**src/rtl/cvd_cfg.svh**
```systemverilog
`ifndef CVD_CFG_SVH
`define CVD_CFG_SVH
// Function
// - Each comparator DAC outputs Vref/256 times the 8-bit code in its level register.
// - The valley detect enable bit turns comparator-3 valley detection on at 1 and off at 0.
// - The interrupt source select picks the debounced output at 0 and the valley result at 1.
// - A 6-bit delay code of zero bypasses, code k waits 2(k-1) to 2k clocks, codes 11xxxx wait 94 to 96 clocks.
// - With detection enabled, a trigger produces a blanking-end strobe after the programmed delay.
// - Non-inverted, the debounced output sampled at the strobe raises the interrupt only when it is 0.
// - Inverted, the debounced output sampled at the strobe raises the interrupt only when it is 1.
// - The offset trim is 6 bits for comparator 0 and 5 bits for comparators 1 to 5, held with a cal mode bit and reference select.
// - Debounce code 000 bypasses, higher codes need a stable output for about 4 up to 256 periods.

// ----------------------------------------
// Register offsets (byte addresses)
// ----------------------------------------
`define CVD_DAC_BASE    12'h000
`define CVD_CTRL_BASE   12'h020
`define CVD_BLANK_CTRL  12'h040
`define CVD_IRQ_STATUS  12'h044
`define CVD_IRQ_MASK    12'h048
`define CVD_CMP_STATUS  12'h04C
`define CVD_NUM_CMP     6
// ----------------------------------------
// Field positions
// ----------------------------------------
`define CVD_BC_EN       7
`define CVD_BC_IS       6
`define CVD_CT_EN       15
`define CVD_CT_CALM     14
`define CVD_CT_INV      11
`define CVD_IRQ_CMP3    0
`define CVD_IRQ_STROBE  1
// ----------------------------------------
// Reset values and timing
// ----------------------------------------
`define CVD_RST_BYTE    8'h00
`define CVD_RST_TRIM    6'h20
`define CVD_DLY_CAP     6'h30
`endif

```
**src/rtl/cvd_pkg.sv**
```systemverilog
package cvd_pkg;
  typedef enum logic [2:0] {
    CVD_IDLE  = 3'b001,
    CVD_COUNT = 3'b010,
    CVD_DONE  = 3'b100
  } cvd_state_t;
endpackage

```
**src/rtl/cvd_debounce.sv**
```systemverilog
// Debounce of one comparator output, filter clock is sys_clk
module cvd_debounce (
  // Clock and reset
  input  wire logic       sys_clk,
  input  wire logic       reset,
  // Control
  input  wire logic [2:0] debounce_time_select,
  // Data
  input  wire logic       raw_in,
  output logic            filt_out
);
  logic [8:0] cnt_reg;
  logic [8:0] limit;

  // Stable count limit
  // Shift amount is four bits wide: code 7 needs a shift of 8
  assign limit = (debounce_time_select == 3'h0) ? 9'h000
                                                : 9'((9'h001 << ({1'b0, debounce_time_select} + 4'h1)) - 9'h001);

  always_ff @(posedge sys_clk) begin
    if (reset) begin
      cnt_reg  <= 9'h000;
      filt_out <= 1'b0;
    end else if (debounce_time_select == 3'h0) begin
      cnt_reg  <= 9'h000;
      filt_out <= raw_in;
    end else if (raw_in == filt_out) begin
      cnt_reg <= 9'h000;
    end else if (cnt_reg >= limit) begin
      cnt_reg  <= 9'h000;
      filt_out <= raw_in;
    end else begin
      cnt_reg <= cnt_reg + 9'h001;
    end
  end

  // code zero passes the input straight through
  chk_db_bypass: assert property (@(posedge sys_clk) disable iff (reset)
    debounce_time_select == 3'h0 |=> filt_out == $past(raw_in)) else $error("debounce bypass wrong");
endmodule // cvd_debounce

```
**src/rtl/cvd_top.sv**
```systemverilog
// The APB slave port and the register addresses were left to the implementer.
`include "cvd_cfg.svh"

// Comparator bank control with comparator-3 valley detector
module cvd_top (
  // Clock and reset
  input  wire logic        sys_clk,
  input  wire logic        reset,
  // APB slave
  input  wire logic        psel,
  input  wire logic        penable,
  input  wire logic        pwrite,
  input  wire logic [11:0] paddr,
  input  wire logic [31:0] pwdata,
  output logic      [31:0] prdata,
  output logic             pready,
  output logic             pslverr,
  // Analog side
  input  wire logic [5:0]  cmp_raw,
  input  wire logic [5:0]  cal_output_status,
  input  wire logic        valley_trigger_source,
  output logic      [47:0] dac_code,
  output logic      [5:0]  comparator_enable,
  output logic      [5:0]  offset_cal_mode,
  output logic      [5:0]  cmp_output_invert,
  output logic      [11:0] hysteresis_window_select,
  output logic      [1:0]  cmp0_cal_reference_select,
  output logic      [4:0]  cal_reference_select,
  output logic      [30:0] offset_trim_value,
  // Events
  output logic             blanking_end_strobe,
  output logic             cmp3_interrupt,
  output logic             irq
);
  // ----------------------------------------
  // Synchronisers
  // ----------------------------------------
  logic [5:0] raw_m_reg, raw_s_reg, cal_m_reg, cal_s_reg;
  logic       trg_m_reg, trg_s_reg, trg_d_reg;

  always_ff @(posedge sys_clk) begin
    if (reset) begin
      raw_m_reg <= 6'h00;
      raw_s_reg <= 6'h00;
      cal_m_reg <= 6'h00;
      cal_s_reg <= 6'h00;
      trg_m_reg <= 1'b0;
      trg_s_reg <= 1'b0;
      trg_d_reg <= 1'b0;
    end else begin
      raw_m_reg <= cmp_raw;
      raw_s_reg <= raw_m_reg;
      cal_m_reg <= cal_output_status;
      cal_s_reg <= cal_m_reg;
      trg_m_reg <= valley_trigger_source;
      trg_s_reg <= trg_m_reg;
      trg_d_reg <= trg_s_reg;
    end
  end

  // ----------------------------------------
  // Registers
  // ----------------------------------------
  logic [7:0]  dac_reg [6];
  logic [15:0] ctrl_reg [6];
  logic [7:0]  blank_ctrl_reg;
  logic [1:0]  irq_status_reg, irq_mask_reg;
  logic        wr_en;
  logic [1:0]  irq_set;

  assign wr_en = psel && penable && pwrite && pready;

  // Control word layout: [15] enable [14] cal mode [13:12] ref select [11] invert
  // [10:9] hysteresis [8:6] debounce [5:0] trim
  function automatic logic [15:0] ctrl_mask(input int idx);
    ctrl_mask = (idx == 0) ? 16'hFFFF : 16'hDFDF;
  endfunction

  function automatic logic in_range(input logic [11:0] a, input logic [11:0] base);
    in_range = (a >= base) && (a < base + 12'h018) && (a[1:0] == 2'h0);
  endfunction

  always_ff @(posedge sys_clk) begin
    if (reset) begin
      for (int i = 0; i < `CVD_NUM_CMP; i++) begin
        dac_reg[i]  <= `CVD_RST_BYTE;
        ctrl_reg[i] <= {10'h000, `CVD_RST_TRIM} & ctrl_mask(i);
      end
      blank_ctrl_reg <= `CVD_RST_BYTE;
      irq_mask_reg   <= 2'h0;
    end else if (wr_en) begin
      for (int i = 0; i < `CVD_NUM_CMP; i++) begin
        if (paddr == `CVD_DAC_BASE + 12'(4 * i))
          dac_reg[i] <= pwdata[7:0];
        if (paddr == `CVD_CTRL_BASE + 12'(4 * i))
          ctrl_reg[i] <= pwdata[15:0] & ctrl_mask(i);
      end
      if (paddr == `CVD_BLANK_CTRL)
        blank_ctrl_reg <= pwdata[7:0];
      if (paddr == `CVD_IRQ_MASK)
        irq_mask_reg <= pwdata[1:0];
    end
  end

  // Set wins over write-one-to-clear
  always_ff @(posedge sys_clk) begin
    if (reset)
      irq_status_reg <= 2'h0;
    else if (wr_en && paddr == `CVD_IRQ_STATUS)
      irq_status_reg <= (irq_status_reg & ~pwdata[1:0]) | irq_set;
    else
      irq_status_reg <= irq_status_reg | irq_set;
  end

  // ----------------------------------------
  // APB read and answer
  // ----------------------------------------
  logic [5:0] db_out;
  logic [31:0] rd_mux;
  logic        hit;

  always_comb begin
    rd_mux = 32'h0000_0000;
    hit    = 1'b1;
    if (in_range(paddr, `CVD_DAC_BASE))
      rd_mux = {24'h000000, dac_reg[3'(paddr[4:2])]};
    else if (in_range(paddr, `CVD_CTRL_BASE))
      rd_mux = {16'h0000, ctrl_reg[3'(paddr[4:2])]};
    else if (paddr == `CVD_BLANK_CTRL)
      rd_mux = {24'h000000, blank_ctrl_reg};
    else if (paddr == `CVD_IRQ_STATUS)
      rd_mux = {30'h0, irq_status_reg};
    else if (paddr == `CVD_IRQ_MASK)
      rd_mux = {30'h0, irq_mask_reg};
    else if (paddr == `CVD_CMP_STATUS)
      rd_mux = {18'h0, cal_s_reg, 2'h0, db_out};
    else
      hit = 1'b0;
  end

  // One wait state: ready in the second access-phase cycle
  always_ff @(posedge sys_clk) begin
    if (reset) begin
      pready  <= 1'b0;
      pslverr <= 1'b0;
      prdata  <= 32'h0000_0000;
    end else begin
      pready  <= psel && penable && !pready;
      pslverr <= psel && penable && !pready && !hit;
      if (psel && penable && !pready)
        prdata <= pwrite ? 32'h0000_0000 : rd_mux;
    end
  end

  // ----------------------------------------
  // Debounce
  // ----------------------------------------
  for (genvar g = 0; g < `CVD_NUM_CMP; g++) begin : g_db
    cvd_debounce u_db (
      .sys_clk              (sys_clk),
      .reset                (reset),
      .debounce_time_select (ctrl_reg[g][8:6]),
      .raw_in               (raw_s_reg[g]),
      .filt_out             (db_out[g])
    );
  end

  // ----------------------------------------
  // Valley detector
  // ----------------------------------------
  cvd_pkg::cvd_state_t state_reg;
  logic [6:0] dly_cnt_reg;
  logic [6:0] dly_target;
  logic       valley_detect_enable, cmp3_irq_source_select;
  logic [5:0] blanking_delay_select;
  logic       trig_edge, cmp3_debounced_output, valley_detect_result, invert3;
  logic       cmp3_prev_reg;

  assign valley_detect_enable   = blank_ctrl_reg[`CVD_BC_EN];
  assign cmp3_irq_source_select = blank_ctrl_reg[`CVD_BC_IS];
  assign blanking_delay_select  = blank_ctrl_reg[5:0];
  assign cmp3_debounced_output  = db_out[3] ^ ctrl_reg[3][`CVD_CT_INV];
  assign invert3                = ctrl_reg[3][`CVD_CT_INV];
  assign trig_edge = trg_s_reg && !trg_d_reg;

  function automatic logic [6:0] dly_of(input logic [5:0] code);
    dly_of = (code >= `CVD_DLY_CAP) ? 7'd95 : 7'({code, 1'b0} - 7'd1);
  endfunction
  assign dly_target = dly_of(blanking_delay_select);

  always_ff @(posedge sys_clk) begin
    if (reset) begin
      state_reg   <= cvd_pkg::CVD_IDLE;
      dly_cnt_reg <= 7'h00;
    end else if (!valley_detect_enable) begin
      state_reg   <= cvd_pkg::CVD_IDLE;
      dly_cnt_reg <= 7'h00;
    end else if (trig_edge) begin
      state_reg   <= (blanking_delay_select == 6'h00) ? cvd_pkg::CVD_DONE : cvd_pkg::CVD_COUNT;
      dly_cnt_reg <= 7'h00;
    end else begin
      case (state_reg)
        cvd_pkg::CVD_COUNT: begin
          dly_cnt_reg <= dly_cnt_reg + 7'h01;
          if (dly_cnt_reg + 7'h01 >= dly_target)
            state_reg <= cvd_pkg::CVD_DONE;
        end
        cvd_pkg::CVD_DONE:  state_reg <= cvd_pkg::CVD_IDLE;
        default:            state_reg <= cvd_pkg::CVD_IDLE;
      endcase
    end
  end

  // Sample at strobe, want 0 if non-inverted, 1 if inverted
  assign valley_detect_result = (state_reg == cvd_pkg::CVD_DONE) && (db_out[3] == invert3);

  // ----------------------------------------
  // Interrupt sources
  // ----------------------------------------
  logic cmp3_event;
  assign cmp3_event = cmp3_irq_source_select ? valley_detect_result
                                             : (cmp3_debounced_output && !cmp3_prev_reg);
  assign irq_set = {state_reg == cvd_pkg::CVD_DONE, cmp3_event};

  always_ff @(posedge sys_clk) begin
    if (reset) begin
      cmp3_prev_reg       <= 1'b0;
      blanking_end_strobe <= 1'b0;
      cmp3_interrupt      <= 1'b0;
      irq                 <= 1'b0;
    end else begin
      cmp3_prev_reg       <= cmp3_debounced_output;
      blanking_end_strobe <= (state_reg == cvd_pkg::CVD_DONE);
      cmp3_interrupt      <= cmp3_event;
      irq                 <= |((irq_status_reg | irq_set) & irq_mask_reg);
    end
  end

  // ----------------------------------------
  // Analog control outputs
  // ----------------------------------------
  always_ff @(posedge sys_clk) begin
    if (reset) begin
      dac_code                  <= 48'h0;
      comparator_enable         <= 6'h00;
      offset_cal_mode           <= 6'h00;
      cmp_output_invert         <= 6'h00;
      hysteresis_window_select  <= 12'h000;
      cmp0_cal_reference_select <= 2'h0;
      cal_reference_select      <= 5'h00;
      offset_trim_value         <= 31'h0;
    end else begin
      for (int i = 0; i < `CVD_NUM_CMP; i++) begin
        dac_code[8*i +: 8]               <= dac_reg[i];
        comparator_enable[i]             <= ctrl_reg[i][`CVD_CT_EN];
        offset_cal_mode[i]               <= ctrl_reg[i][`CVD_CT_CALM];
        cmp_output_invert[i]             <= ctrl_reg[i][`CVD_CT_INV];
        hysteresis_window_select[2*i +: 2] <= ctrl_reg[i][10:9];
      end
      cmp0_cal_reference_select <= ctrl_reg[0][13:12];
      offset_trim_value[5:0]    <= ctrl_reg[0][5:0];
      for (int i = 1; i < `CVD_NUM_CMP; i++) begin
        cal_reference_select[i-1]         <= ctrl_reg[i][12];
        offset_trim_value[6+5*(i-1) +: 5] <= ctrl_reg[i][4:0];
      end
    end
  end

  // ----------------------------------------
  // Checks
  // ----------------------------------------
  // one-cycle strobe
  chk_strobe_single: assert property (@(posedge sys_clk) disable iff (reset)
    blanking_end_strobe |=> !blanking_end_strobe) else $error("strobe longer than one cycle");
  chk_disable_quiet: assert property (@(posedge sys_clk) disable iff (reset)
    !valley_detect_enable && !$past(valley_detect_enable) |=> !blanking_end_strobe) else $error("strobe while off");
  chk_bypass_delay: assert property (@(posedge sys_clk) disable iff (reset)
    trig_edge && valley_detect_enable && blanking_delay_select == 6'h00 |-> ##2 blanking_end_strobe)
    else $error("bypass delay wrong");
  chk_strobe_bound: assert property (@(posedge sys_clk) disable iff (reset)
    trig_edge && valley_detect_enable && blanking_delay_select == 6'h3F
    |-> ##[90:100] blanking_end_strobe) else $error("strobe not within bound");
  chk_noninv_zero: assert property (@(posedge sys_clk) disable iff (reset)
    valley_detect_result && !invert3 |-> !db_out[3]) else $error("valley on high sample");
  chk_inv_one: assert property (@(posedge sys_clk) disable iff (reset)
    valley_detect_result && invert3 |-> db_out[3]) else $error("valley on low sample");
  chk_irq_source: assert property (@(posedge sys_clk) disable iff (reset)
    cmp3_irq_source_select && !valley_detect_result |=> !cmp3_interrupt) else $error("wrong irq source");
  chk_trig_edge: assert property (@(posedge sys_clk) disable iff (reset)
    state_reg == cvd_pkg::CVD_COUNT && trg_d_reg && valley_detect_enable
    |=> dly_cnt_reg == $past(dly_cnt_reg) + 7'h01) else $error("held trigger restarted");
  chk_trim_width: assert property (@(posedge sys_clk) disable iff (reset)
    !ctrl_reg[1][5] && !ctrl_reg[5][5] && !ctrl_reg[1][13]) else $error("trim too wide");

  chk_restart: assert property (@(posedge sys_clk) disable iff (reset)
    trig_edge && valley_detect_enable && blanking_delay_select != 6'h00
    |=> state_reg == cvd_pkg::CVD_COUNT && dly_cnt_reg == 7'h00) else $error("blanking count not restarted");
  // strobe leaves a status bit; a clear in the same cycle must lose
  chk_strobe_status: assert property (@(posedge sys_clk) disable iff (reset)
    blanking_end_strobe |-> irq_status_reg[`CVD_IRQ_STROBE]) else $error("strobe status lost");
  chk_cmp3_status: assert property (@(posedge sys_clk) disable iff (reset)
    cmp3_interrupt |-> irq_status_reg[`CVD_IRQ_CMP3]) else $error("interrupt status lost");
  // enabled pending status drives the line
  chk_irq_follows: assert property (@(posedge sys_clk) disable iff (reset)
    (|(irq_status_reg & irq_mask_reg)) |=> irq) else $error("irq line low while pending");
  // control write lands at the ready edge
  chk_ctrl_write: assert property (@(posedge sys_clk) disable iff (reset)
    wr_en && paddr == `CVD_BLANK_CTRL
    |=> blank_ctrl_reg == $past(pwdata[7:0])) else $error("control write lost");

  cov_valley_hit:  cover property (@(posedge sys_clk) valley_detect_result);
  cov_strobe:      cover property (@(posedge sys_clk) blanking_end_strobe);
  cov_irq:         cover property (@(posedge sys_clk) irq);
  cov_bypass:      cover property (@(posedge sys_clk) trig_edge && blanking_delay_select == 6'h00 ##2 blanking_end_strobe);
  cov_src0_event:  cover property (@(posedge sys_clk) !cmp3_irq_source_select && cmp3_event);
endmodule // cvd_top

```
**config.mk**
```make
export PLATFORM = sky130hd
export DESIGN_NAME = cvd_top
export DESIGN_NICKNAME = d
export VERILOG_FILES = /design/src/rtl/cvd_pkg.sv /design/src/rtl/cvd_debounce.sv /design/src/rtl/cvd_top.sv
export VERILOG_INCLUDE_DIRS = /design/src /design/src/rtl
export SDC_FILE = /design/constraint.sdc
export NUM_CORES = 1
export LEC_CHECK = 0
export CORE_MARGIN = 4
export CORE_UTILIZATION = 40
export DETAILED_ROUTE_END_ITERATION = 16
export DONT_BUFFER_PORTS = 1
export GPL_ROUTABILITY_DRIVEN = 1
export SYNTH_ARGS = -nofsm -noshare
export SYNTH_HDL_FRONTEND = slang
export SYNTH_SLANG_ARGS = --single-unit
```
**constraint.sdc**
```tcl
create_clock -name sys_clk -period 2.96 [get_ports sys_clk]
set_input_delay 0.148 -clock sys_clk [delete_from_list [all_inputs] [get_ports sys_clk]]
set_output_delay 0.148 -clock sys_clk [all_outputs]
set_load 0.1 [all_outputs]
```
=== After elaboration in Yosys (flattened, before gate mapping) ===
Memories as Yosys holds them, arrays and structs flattened. A register that Yosys moved wholly into a read port is not among the register bits.
Cells that the tools add are included.

* Add/subtract/negate cells: 20
* $lt $le $gt $ge: 12
* Equal/unequal tests: 31
* Shift operators: 6
* Multiplexer cells: 106
* Bitwise operators: 19
* Reduce and logical (&&, ||, !) cells: 49

{| class="wikitable"
|+ Operators by type and width
! kind !! count
|-
| $mux W16 || 8
|-
| $mux W1 || 75
|-
| $eq A12 B6 Y1 const B || 6
|-
| $mux W14 || 4
|-
| $add A9 B1 Y9 const B || 6
|-
| $ge A9 B9 Y1 || 6
|-
| $mux W9 || 6
|-
| $shl A1 B4 Y9 const A || 6
|-
| $sub A9 B1 Y9 const B || 6
|-
| $eq A12 B7 Y1 const B || 4
|-
| $mux W8 || 6
|-
| $mux W32 || 1
|-
| $add A3 B1 Y4 const B || 6
|-
| $eq A12 B4 Y1 const B || 2
|-
| $eq A12 B5 Y1 const B || 2
|-
| $reduce_or A4 Y1 || 6
|-
| $logic_not A3 Y1 || 6
|-
| $reduce_and A2 Y1 || 8
|-
| $logic_and A1 B1 Y1 || 13
|-
| $eq A12 B3 Y1 const B || 1
|-
| $ge A12 B1 Y1 const B || 1
|-
| $ge A12 B6 Y1 const B || 1
|-
| $logic_not A12 Y1 || 1
|-
| $lt A12 B5 Y1 const B || 1
|-
| other kinds (25) || 61
|}

* Register bits after elaboration: 215
* Memory bits (writable): 144
* Bits of input ports: 62
* Output and inout port bits: 153
* Logic and storage cells: 283
* Memories kept: 2

{| class="wikitable"
|+ Memories
! name !! words !! width !! rd ports !! clocked after memory_dff !! wr ports !! RTL line !! text
|-
| ctrl_reg || 6 || 16 || 7 || 0 || 6 || cvd_top.sv:65 || <nowiki>logic [15:0] ctrl_reg [6];</nowiki>
|-
| dac_reg || 6 || 8 || 7 || 6 || 6 || cvd_top.sv:64 || <nowiki>logic [7:0] dac_reg [6];</nowiki>
|}

=== Longest topological paths before layout ===
Gate-level depths: netlist of run 1.

* Depth after elaboration: 9
* Gate-level depth with buffers: 13
* Gate-level depth less buffers: 12

=== By module ===
A second synthesis of run 1 with hierarchy kept.

* Cell total of the unflattened synthesis: 1522
* Area total of the unflattened synthesis: 16703.5 um^2

{| class="wikitable"
|+ Modules (own cells, without submodules)
! module !! instances !! cells each !! area an instance (um^2) !! sequential area each (um^2)
|-
| cvd_top || 1 || 1006 || 12386.9 || 7767.4
|-
| cvd_debounce || 6 || 86 || 719.4 || 200.2
|}

=== Worst setup path before layout of run 1 ===
Ideal clock, no wire load.

* Path type: flip-flop to flip-flop
* From: register pready
* To: memory ctrl_reg[4][0] (enable)
* Setup time: 388 ps
* Arrival: 2395 ps
* Data required time: 2572 ps
* Slack: 177 ps
* Stages on the path, launching flop included: 6
* Buffers on the path: 1
* Period minus slack after synthesis: 2783 ps
* Cell sequence: dfxtp_1 > nand4_1 > nor4_4 > buf_4 > nand2_1 > o21bai_1

{| class="wikitable"
|+ RTL lines
! element !! RTL line !! text
|-
| start: declaration || cvd_top.sv:16 || <nowiki>output logic pready,</nowiki>
|-
| start signal: assignment || cvd_top.sv:148 || <nowiki>pready <= psel && penable && !pready;</nowiki>
|-
| end: declaration || cvd_top.sv:65 ||
|}

==> results.py, run 1 <==
metrics = {
    "global_routing": {
        "grt_use_total_pct": 19.0,
        "grt_overflow": 0,
        "antenna_found_initial": 5,
        "grt_max_degree": 164,
        "first_global_vias": 10900,
        "grt_first_pass_wirelength_um": 65200,
    },
    "routing": {
        "drc": 0,
        "wirelength_um": 43100,
        "vias": 11200,
        "drt-wirelength-per-cell_um": 19.8,
        "vias_per_cell": 5.14,
        "detail-route-antenna-nets": 0,
        "drt_iter0_drc": 797,
        "drt_pre_antenna_iters": 7,
    },
    "worst_setup_path": {
        "reg2reg_setup_slack_ps": 160,
        "reg2reg_from": "ctrl_reg[4][7]",
        "worstSetupEndpoint": "g_db[4].u_db.cnt_reg[4]",
        "cp.required_ps": 3440,
        "critPathKind": "reg -> reg",
        "worst-path-max-fanout": 9,
        "arrival_ps": 3280,
        "crit_chain": "or3_1 -> ha_1 -> mux2_2 -> ha_1 -> a21oi_1 -> o21ai_0 -> a41oi_1 -> nand3_2 -> nor2_1",
        "cp_slowest_cell": "or3_1",
        "crit_path_start_kind": "flip-flop",
        "startpoint": "ctrl_reg[4][7]",
        "timing.rr.end": "g_db[4].u_db.cnt_reg[4]",
        "cp.depth": 9,
        "cp-end-kind": "flip-flop",
        "cpPeakStageDelay_ps": 430,
        "rr_worst_depth": 9,
        "path_buf_inv": 0,
        "cp_top_family": "simple AND/OR/NAND/NOR gates",
        "path_common_cell": "ha_1",
    },
    "final_layout": {
        "fillers": 3737,
        "layout_commonest_cell": "dfxtp_1",
        "final_util_pct": 46.8,
        "drive_gt1_share_pct": 10.7,
        "finalInstanceArea_mm2": 0.0191,
        "final_cell_mix": "dfxtp_1 (247), nor2b_1 (158), and2_1 (137)",
        "finalNetCount": 1740,
        "area_growth_pct": 15.9,
        "largest_reg_flops": 86,
    },
    "floorplan": {
        "start_util_pct": 40.4,
        "io_pins": 215,
        "core_mm2": 0.0407,
        "dieArea_mm2": 0.0445,
        "die_height_um": 211,
        "fp.dieW_um": 211,
        "rows": 74,
    },
    "placement": {
        "gp_congestion": 0.860,
        "placed_cell_area_mm2": 0.0172,
        "hpwl_um": 29200,
        "io_buffers": 0,
    },
    "yosys": {
        "synth.avg_cell_area_um2": 10.8,
        "synth_edf_count": 134,
        "ys_seq_elements": 381,
        "netlist_area_mm2": 0.0165,
        "synth_ff_type": "dfxtp_1",
        "ys_seq_area_share_pct": 54.5,
        "syn_inst": 1525,
        "synthArstFlopShare_pct": 0,
        "ys_warn_count": 0,
        "synth_cell_type_count": 60,
    },
    "sta": {
        "fmax_mhz": 357,
        "fin_crit_sh_pct": 94.6,
        "fin_crit_ps": 2800,
        "slew_violations": 0,
        "setup_viol": 0,
        "tns_ps": 0,
        "finalHoldViolCount": 0,
        "final.setup_skew_ps": 15.9,
        "relSlewSlack_pct": 31.7,
        "worst_pin_slew_ps": 1020,
    },
    "power_and_ir_drop": {
        "p_leak_uw": 0.00740,
        "internal_power_uw": 8820,
        "p_comb_share_pct": 5.4,
        "p_per_area_mw_per_mm2": 620,
        "switchingPower_uw": 3000,
        "clock_power_share_pct": 43.8,
        "swShare_pct": 25.4,
        "power_uw": 11800,
        "ir_drop_mv": 0.407,
        "seq_power_share_pct": 50.9,
    },
    "clock_network": {
        "root_buffer": "clkbuf_16",
        "clock_latency_ps": 550,
        "path_clk_slew_ps": 60,
        "cts.sinks": 381,
        "cts_buffer_depth": 3,
        "cts_tree": "yes",
        "cts_buffers": 42,
        "htree_levels": 2,
    },
    "status": {
        "status": "finished clean",
    },
    "worst_hold_path": {
        "min_path_type": "in -> reg",
    },
    "job": {
        "drv_cap": 0,
    },
}
==> metal layers <==
metal  track usage, %  vias up  wire length (um)
met5                0        -                34
met4             5.99        6              1130
met3             4.34       72              3280
met2             30.5      367             19900
met1             25.6     5326             18700
li1                 -     5383                 -
==> layout make-up <==
| type | instances | area [um^2] | area share, % |
|---|---|---|---|
| diodes | 3 | 7.51 | 0.0393 |
| clock buffers | 61 | 1260 | 6.58 |
| clock inverters | 16 | 121 | 0.636 |
| inverters | 22 | 82.6 | 0.433 |
| multi-input cells | 1054 | 7070 | 37.1 |
| flip-flops and latches | 381 | 8970 | 47.0 |
| well taps | 532 | 666 | 3.49 |
| repair buffers | 102 | 908 | 4.76 |
==> metrics by stage <==
step	hold WS, ps	std cells	worst slack (ps)
CTS	3.71	2168	103
global placement	240	2046	182
finish	44.2	2171	161
global route	38.9	2169	-2.29
floorplan	276	1545	177
detailed placement	241	2046	119
==> synthesized netlist by cell type, types with 5 or more instances <==
library cell  count  share of area [%]
o21ai_0          37                1.1
buf_2             7               0.21
nand2_1          88                2.0
a21oi_1          59                1.8
dfxtp_1         247                 30
and2_1          137                5.2
edfxtp_1        134                 24
nand3_1          64                1.9
a32o_1            7               0.43
ha_1             75                5.7
or2_2            11               0.42
buf_4            23                1.0
o22ai_1           7               0.27
a22o_1            7               0.37
nor2_1          126                2.9
nor3_1            9               0.27
a21bo_2           6               0.36
a22oi_1          14               0.64
mux4_2           16                2.2
xnor2_1          32                1.7
a21o_1           13               0.59
nand2b_1         16               0.61
clkbuf_1         49                1.1
o211ai_1          9               0.41
inv_1            22               0.50
mux2i_1          34                2.1
buf_1             5               0.11
xor2_1           31                1.6
nand4_1           5               0.19
or3_1            15               0.57
nor2b_1         158                6.0
==> how the worst min path moves through the flow <==
stage                         start        endpoint  slack [ps]  cells past startpoint
2_1_floorplan  cal_output_status[0]    cal_m_reg[0]         280                      1
3_3_place_gp                  reset    raw_s_reg[3]         240                      1
3_5_place_dp                  reset    raw_s_reg[3]         240                      1
4_1_cts                    paddr[2]       prdata[7]           4                      3
5_1_grt                       reset  ctrl_reg[1][6]          40                      1
6_report                      reset  ctrl_reg[1][6]          40                      1
==> kinds of logic (layout without fill, tap and decap cells) <==
logic type / Yosys count / in the layout / share of synthesized area [%]
muxes: 52 / 52 / 4.39
adders and majority gates: 75 / 75 / 5.70
AOI/OAI and AO/OA: 188 / 188 / 7.49
other: 2 / 25 / 0.0456
buffers and inverters: 110 / 201 / 3.15
xor gates and xnor gates: 63 / 63 / 3.35
and+or+nand+nor: 654 / 654 / 21.4
DFF: 381 / 381 / 54.5
==> power groups by stage <==
stage | Clock [uW] | Sequential [uW] | Combinational (uW)
after CTS | 5310 | 6020 | 637
after global placement | 0 | 6130 | 496
after detailed placement | 0 | 6130 | 504
final | 5180 | 6010 | 636
after global routing | 5520 | 6030 | 691
after floorplan | 0 | 6100 | 461
==> what timing repair did <==
item | 4_1_cts | 5_1_grt
endpoints found under the hold margin | 314 | 0
endpoints found under the setup margin | 0 | 27
hold buffers | 45 | 0
buffers inserted | 0 | 0
gates resized for setup | 0 | 3
(Power assumes the default switching activity.)
==> run 2: changes to the inputs <==
--- a/config.mk
+++ b/config.mk
@@ -11,6 +11,7 @@
 export DETAILED_ROUTE_END_ITERATION = 16
 export DONT_BUFFER_PORTS = 1
 export GPL_ROUTABILITY_DRIVEN = 1
+export PLACE_DENSITY_LB_ADDON = 0.15
 export SYNTH_ARGS = -nofsm -noshare
 export SYNTH_HDL_FRONTEND = slang
 export SYNTH_SLANG_ARGS = --single-unit
==> run 2 against run 1 <==
Compared with the run above:
- core utilization rose by 0.48 points
- final area rose by 1.0%
- non-clock buffer count rose by 5
- register-to-register slack barely moved
- critical path type unchanged
- critical endpoint is now g_db[4].u_db.cnt_reg[3]
==> results.py, run 2 (synthesis results as in run 1) <==
metrics = {
    "status": {
        "status": "finished clean",
    },
    "placement": {
        "io_buffers": 0,
        "gp_congestion": 0.794,
        "hpwl_um": 29500,
        "post-place-ws_ps": 141,
    },
    "final_layout": {
        "largest_reg_flops": 86,
        "final_util_pct": 47.3,
        "drive_gt1_share_pct": 11.3,
        "final_cell_mix": "dfxtp_1 (247), nor2b_1 (158), and2_1 (137)",
        "area_growth_pct": 17.1,
        "finalNetCount": 1746,
        "layout_commonest_cell": "dfxtp_1",
    },
    "worst_setup_path": {
        "crit_path_start_kind": "flip-flop",
        "rr_worst_depth": 9,
        "cp-end-kind": "flip-flop",
        "reg2reg_setup_slack_ps": 160,
        "cp.required_ps": 3440,
        "critPathKind": "reg -> reg",
        "worst-path-max-fanout": 9,
        "arrival_ps": 3280,
    },
    "sta": {
        "hold_ws_ps": 40.3,
        "fin_crit_sh_pct": 94.4,
        "slew_violations": 0,
        "worst_pin_slew_ps": 1040,
        "tns_ps": 0,
        "fin_crit_ps": 2800,
        "fmax_mhz": 358,
        "setup_slack_ps": 165,
        "setup_viol": 0,
        "final.setup_skew_ps": 19.2,
        "finalHoldViolCount": 0,
        "relSlewSlack_pct": 30.7,
    },
    "floorplan": {
        "io_pins": 215,
        "core_mm2": 0.0407,
        "rows": 74,
        "die_height_um": 211,
        "dieArea_mm2": 0.0445,
        "fp.dieW_um": 211,
        "start_util_pct": 40.4,
    },
    "clock_network": {
        "path_clk_slew_ps": 60,
        "htree_levels": 2,
        "clock_latency_ps": 570,
        "cts_buffer_depth": 3,
        "root_buffer": "clkbuf_16",
        "cts.sinks": 381,
        "cts_buffers": 43,
        "cts_tree": "yes",
    },
    "global_routing": {
        "grt_use_total_pct": 19.3,
        "first_global_vias": 10900,
        "grt_overflow": 0,
        "grt_first_pass_wirelength_um": 66600,
        "grt_max_degree": 166,
        "antenna_found_initial": 5,
    },
    "routing": {
        "wirelength_um": 43800,
        "drt-wirelength-per-cell_um": 20.1,
        "drc": 0,
        "vias": 11100,
        "drt_pre_antenna_iters": 5,
        "vias_per_cell": 5.09,
        "detail-route-antenna-nets": 0,
        "drt_iter0_drc": 681,
    },
    "power_and_ir_drop": {
        "power_uw": 12200,
        "ir_drop_mv": 0.441,
        "p_per_area_mw_per_mm2": 635,
        "p_leak_uw": 0.00748,
    },
    "worst_hold_path": {
        "min_path_type": "in -> reg",
        "whs_path_depth": 4,
    },
    "job": {
        "drv_cap": 0,
    },
}
## run 2: changes by cell type in the layout (fill, tap and decap cells not counted), sizes merged
cell / before / now
clkbuf: 61 / 65
buf: 58 / 65
clkinv: 8 / 7
diode: 3 / 6
bufinv: 1 / 2
clkinvlp: 1 / 2
inv: 28 / 25
dlygate4sd3: 44 / 42
## run 2: area by class of cell
cell class	count	area (um^2)
diodes	6	15.0
clock buffers	65	1380
clock inverters	14	148
fillers	3786	21500
inverters	22	82.6
multi-input cells	1054	7080
flip-flops and latches	381	8970
well taps	532	666
repair buffers	107	941
## run 2: per-stage QoR
step | cells | instance area, um^2
after detailed placement | 2053 | 17300
after CTS | 2175 | 19200
after global placement | 2053 | 17300
after global routing | 2177 | 19300
final | 2181 | 19300
after floorplan | 1545 | 16500
## run 2: what timing repair did
action                                  in CTS  in global routing
endpoints found under the setup margin       0                 36
gates resized for setup                      0                  4
hold buffers                                43                  0
endpoints found under the hold margin      311                  0
setup buffers                                0                  0
## run 2: critical path, cell delays in order (launching register included)
cell and delay, ps:
edfxtp_1 380, or3_1 440, ha_1 260, mux2_2 280, ha_1 280, a21oi_1 110, o21ai_0 110, a41oi_1 400
nand3_2 270, nor2_1 180
## run 2: metal layers
layer,global-route usage [%],part of all wire [%],up-vias
li1,-,-,5395
met1,26.6,45,5330
met3,4.34,6.7,55
met2,31.6,46,318
met4,3.96,1.7,0
met5,0,0,-
## run 2: path summary, 6_finish.rpt
| path | start | endpoint |
|---|---|---|
| max | ctrl_reg[4][7] | g_db[4].u_db.cnt_reg[3] |
| min reg2reg | cal_m_reg[2] | cal_s_reg[2] |
| max reg2reg | ctrl_reg[4][7] | g_db[4].u_db.cnt_reg[3] |
| min | paddr[4] | prdata[11] |
## run 2: report_power, final
group          switching, uW  internal [uW]
registers                464           5540
logic                    416            226
clock network           2180           3420
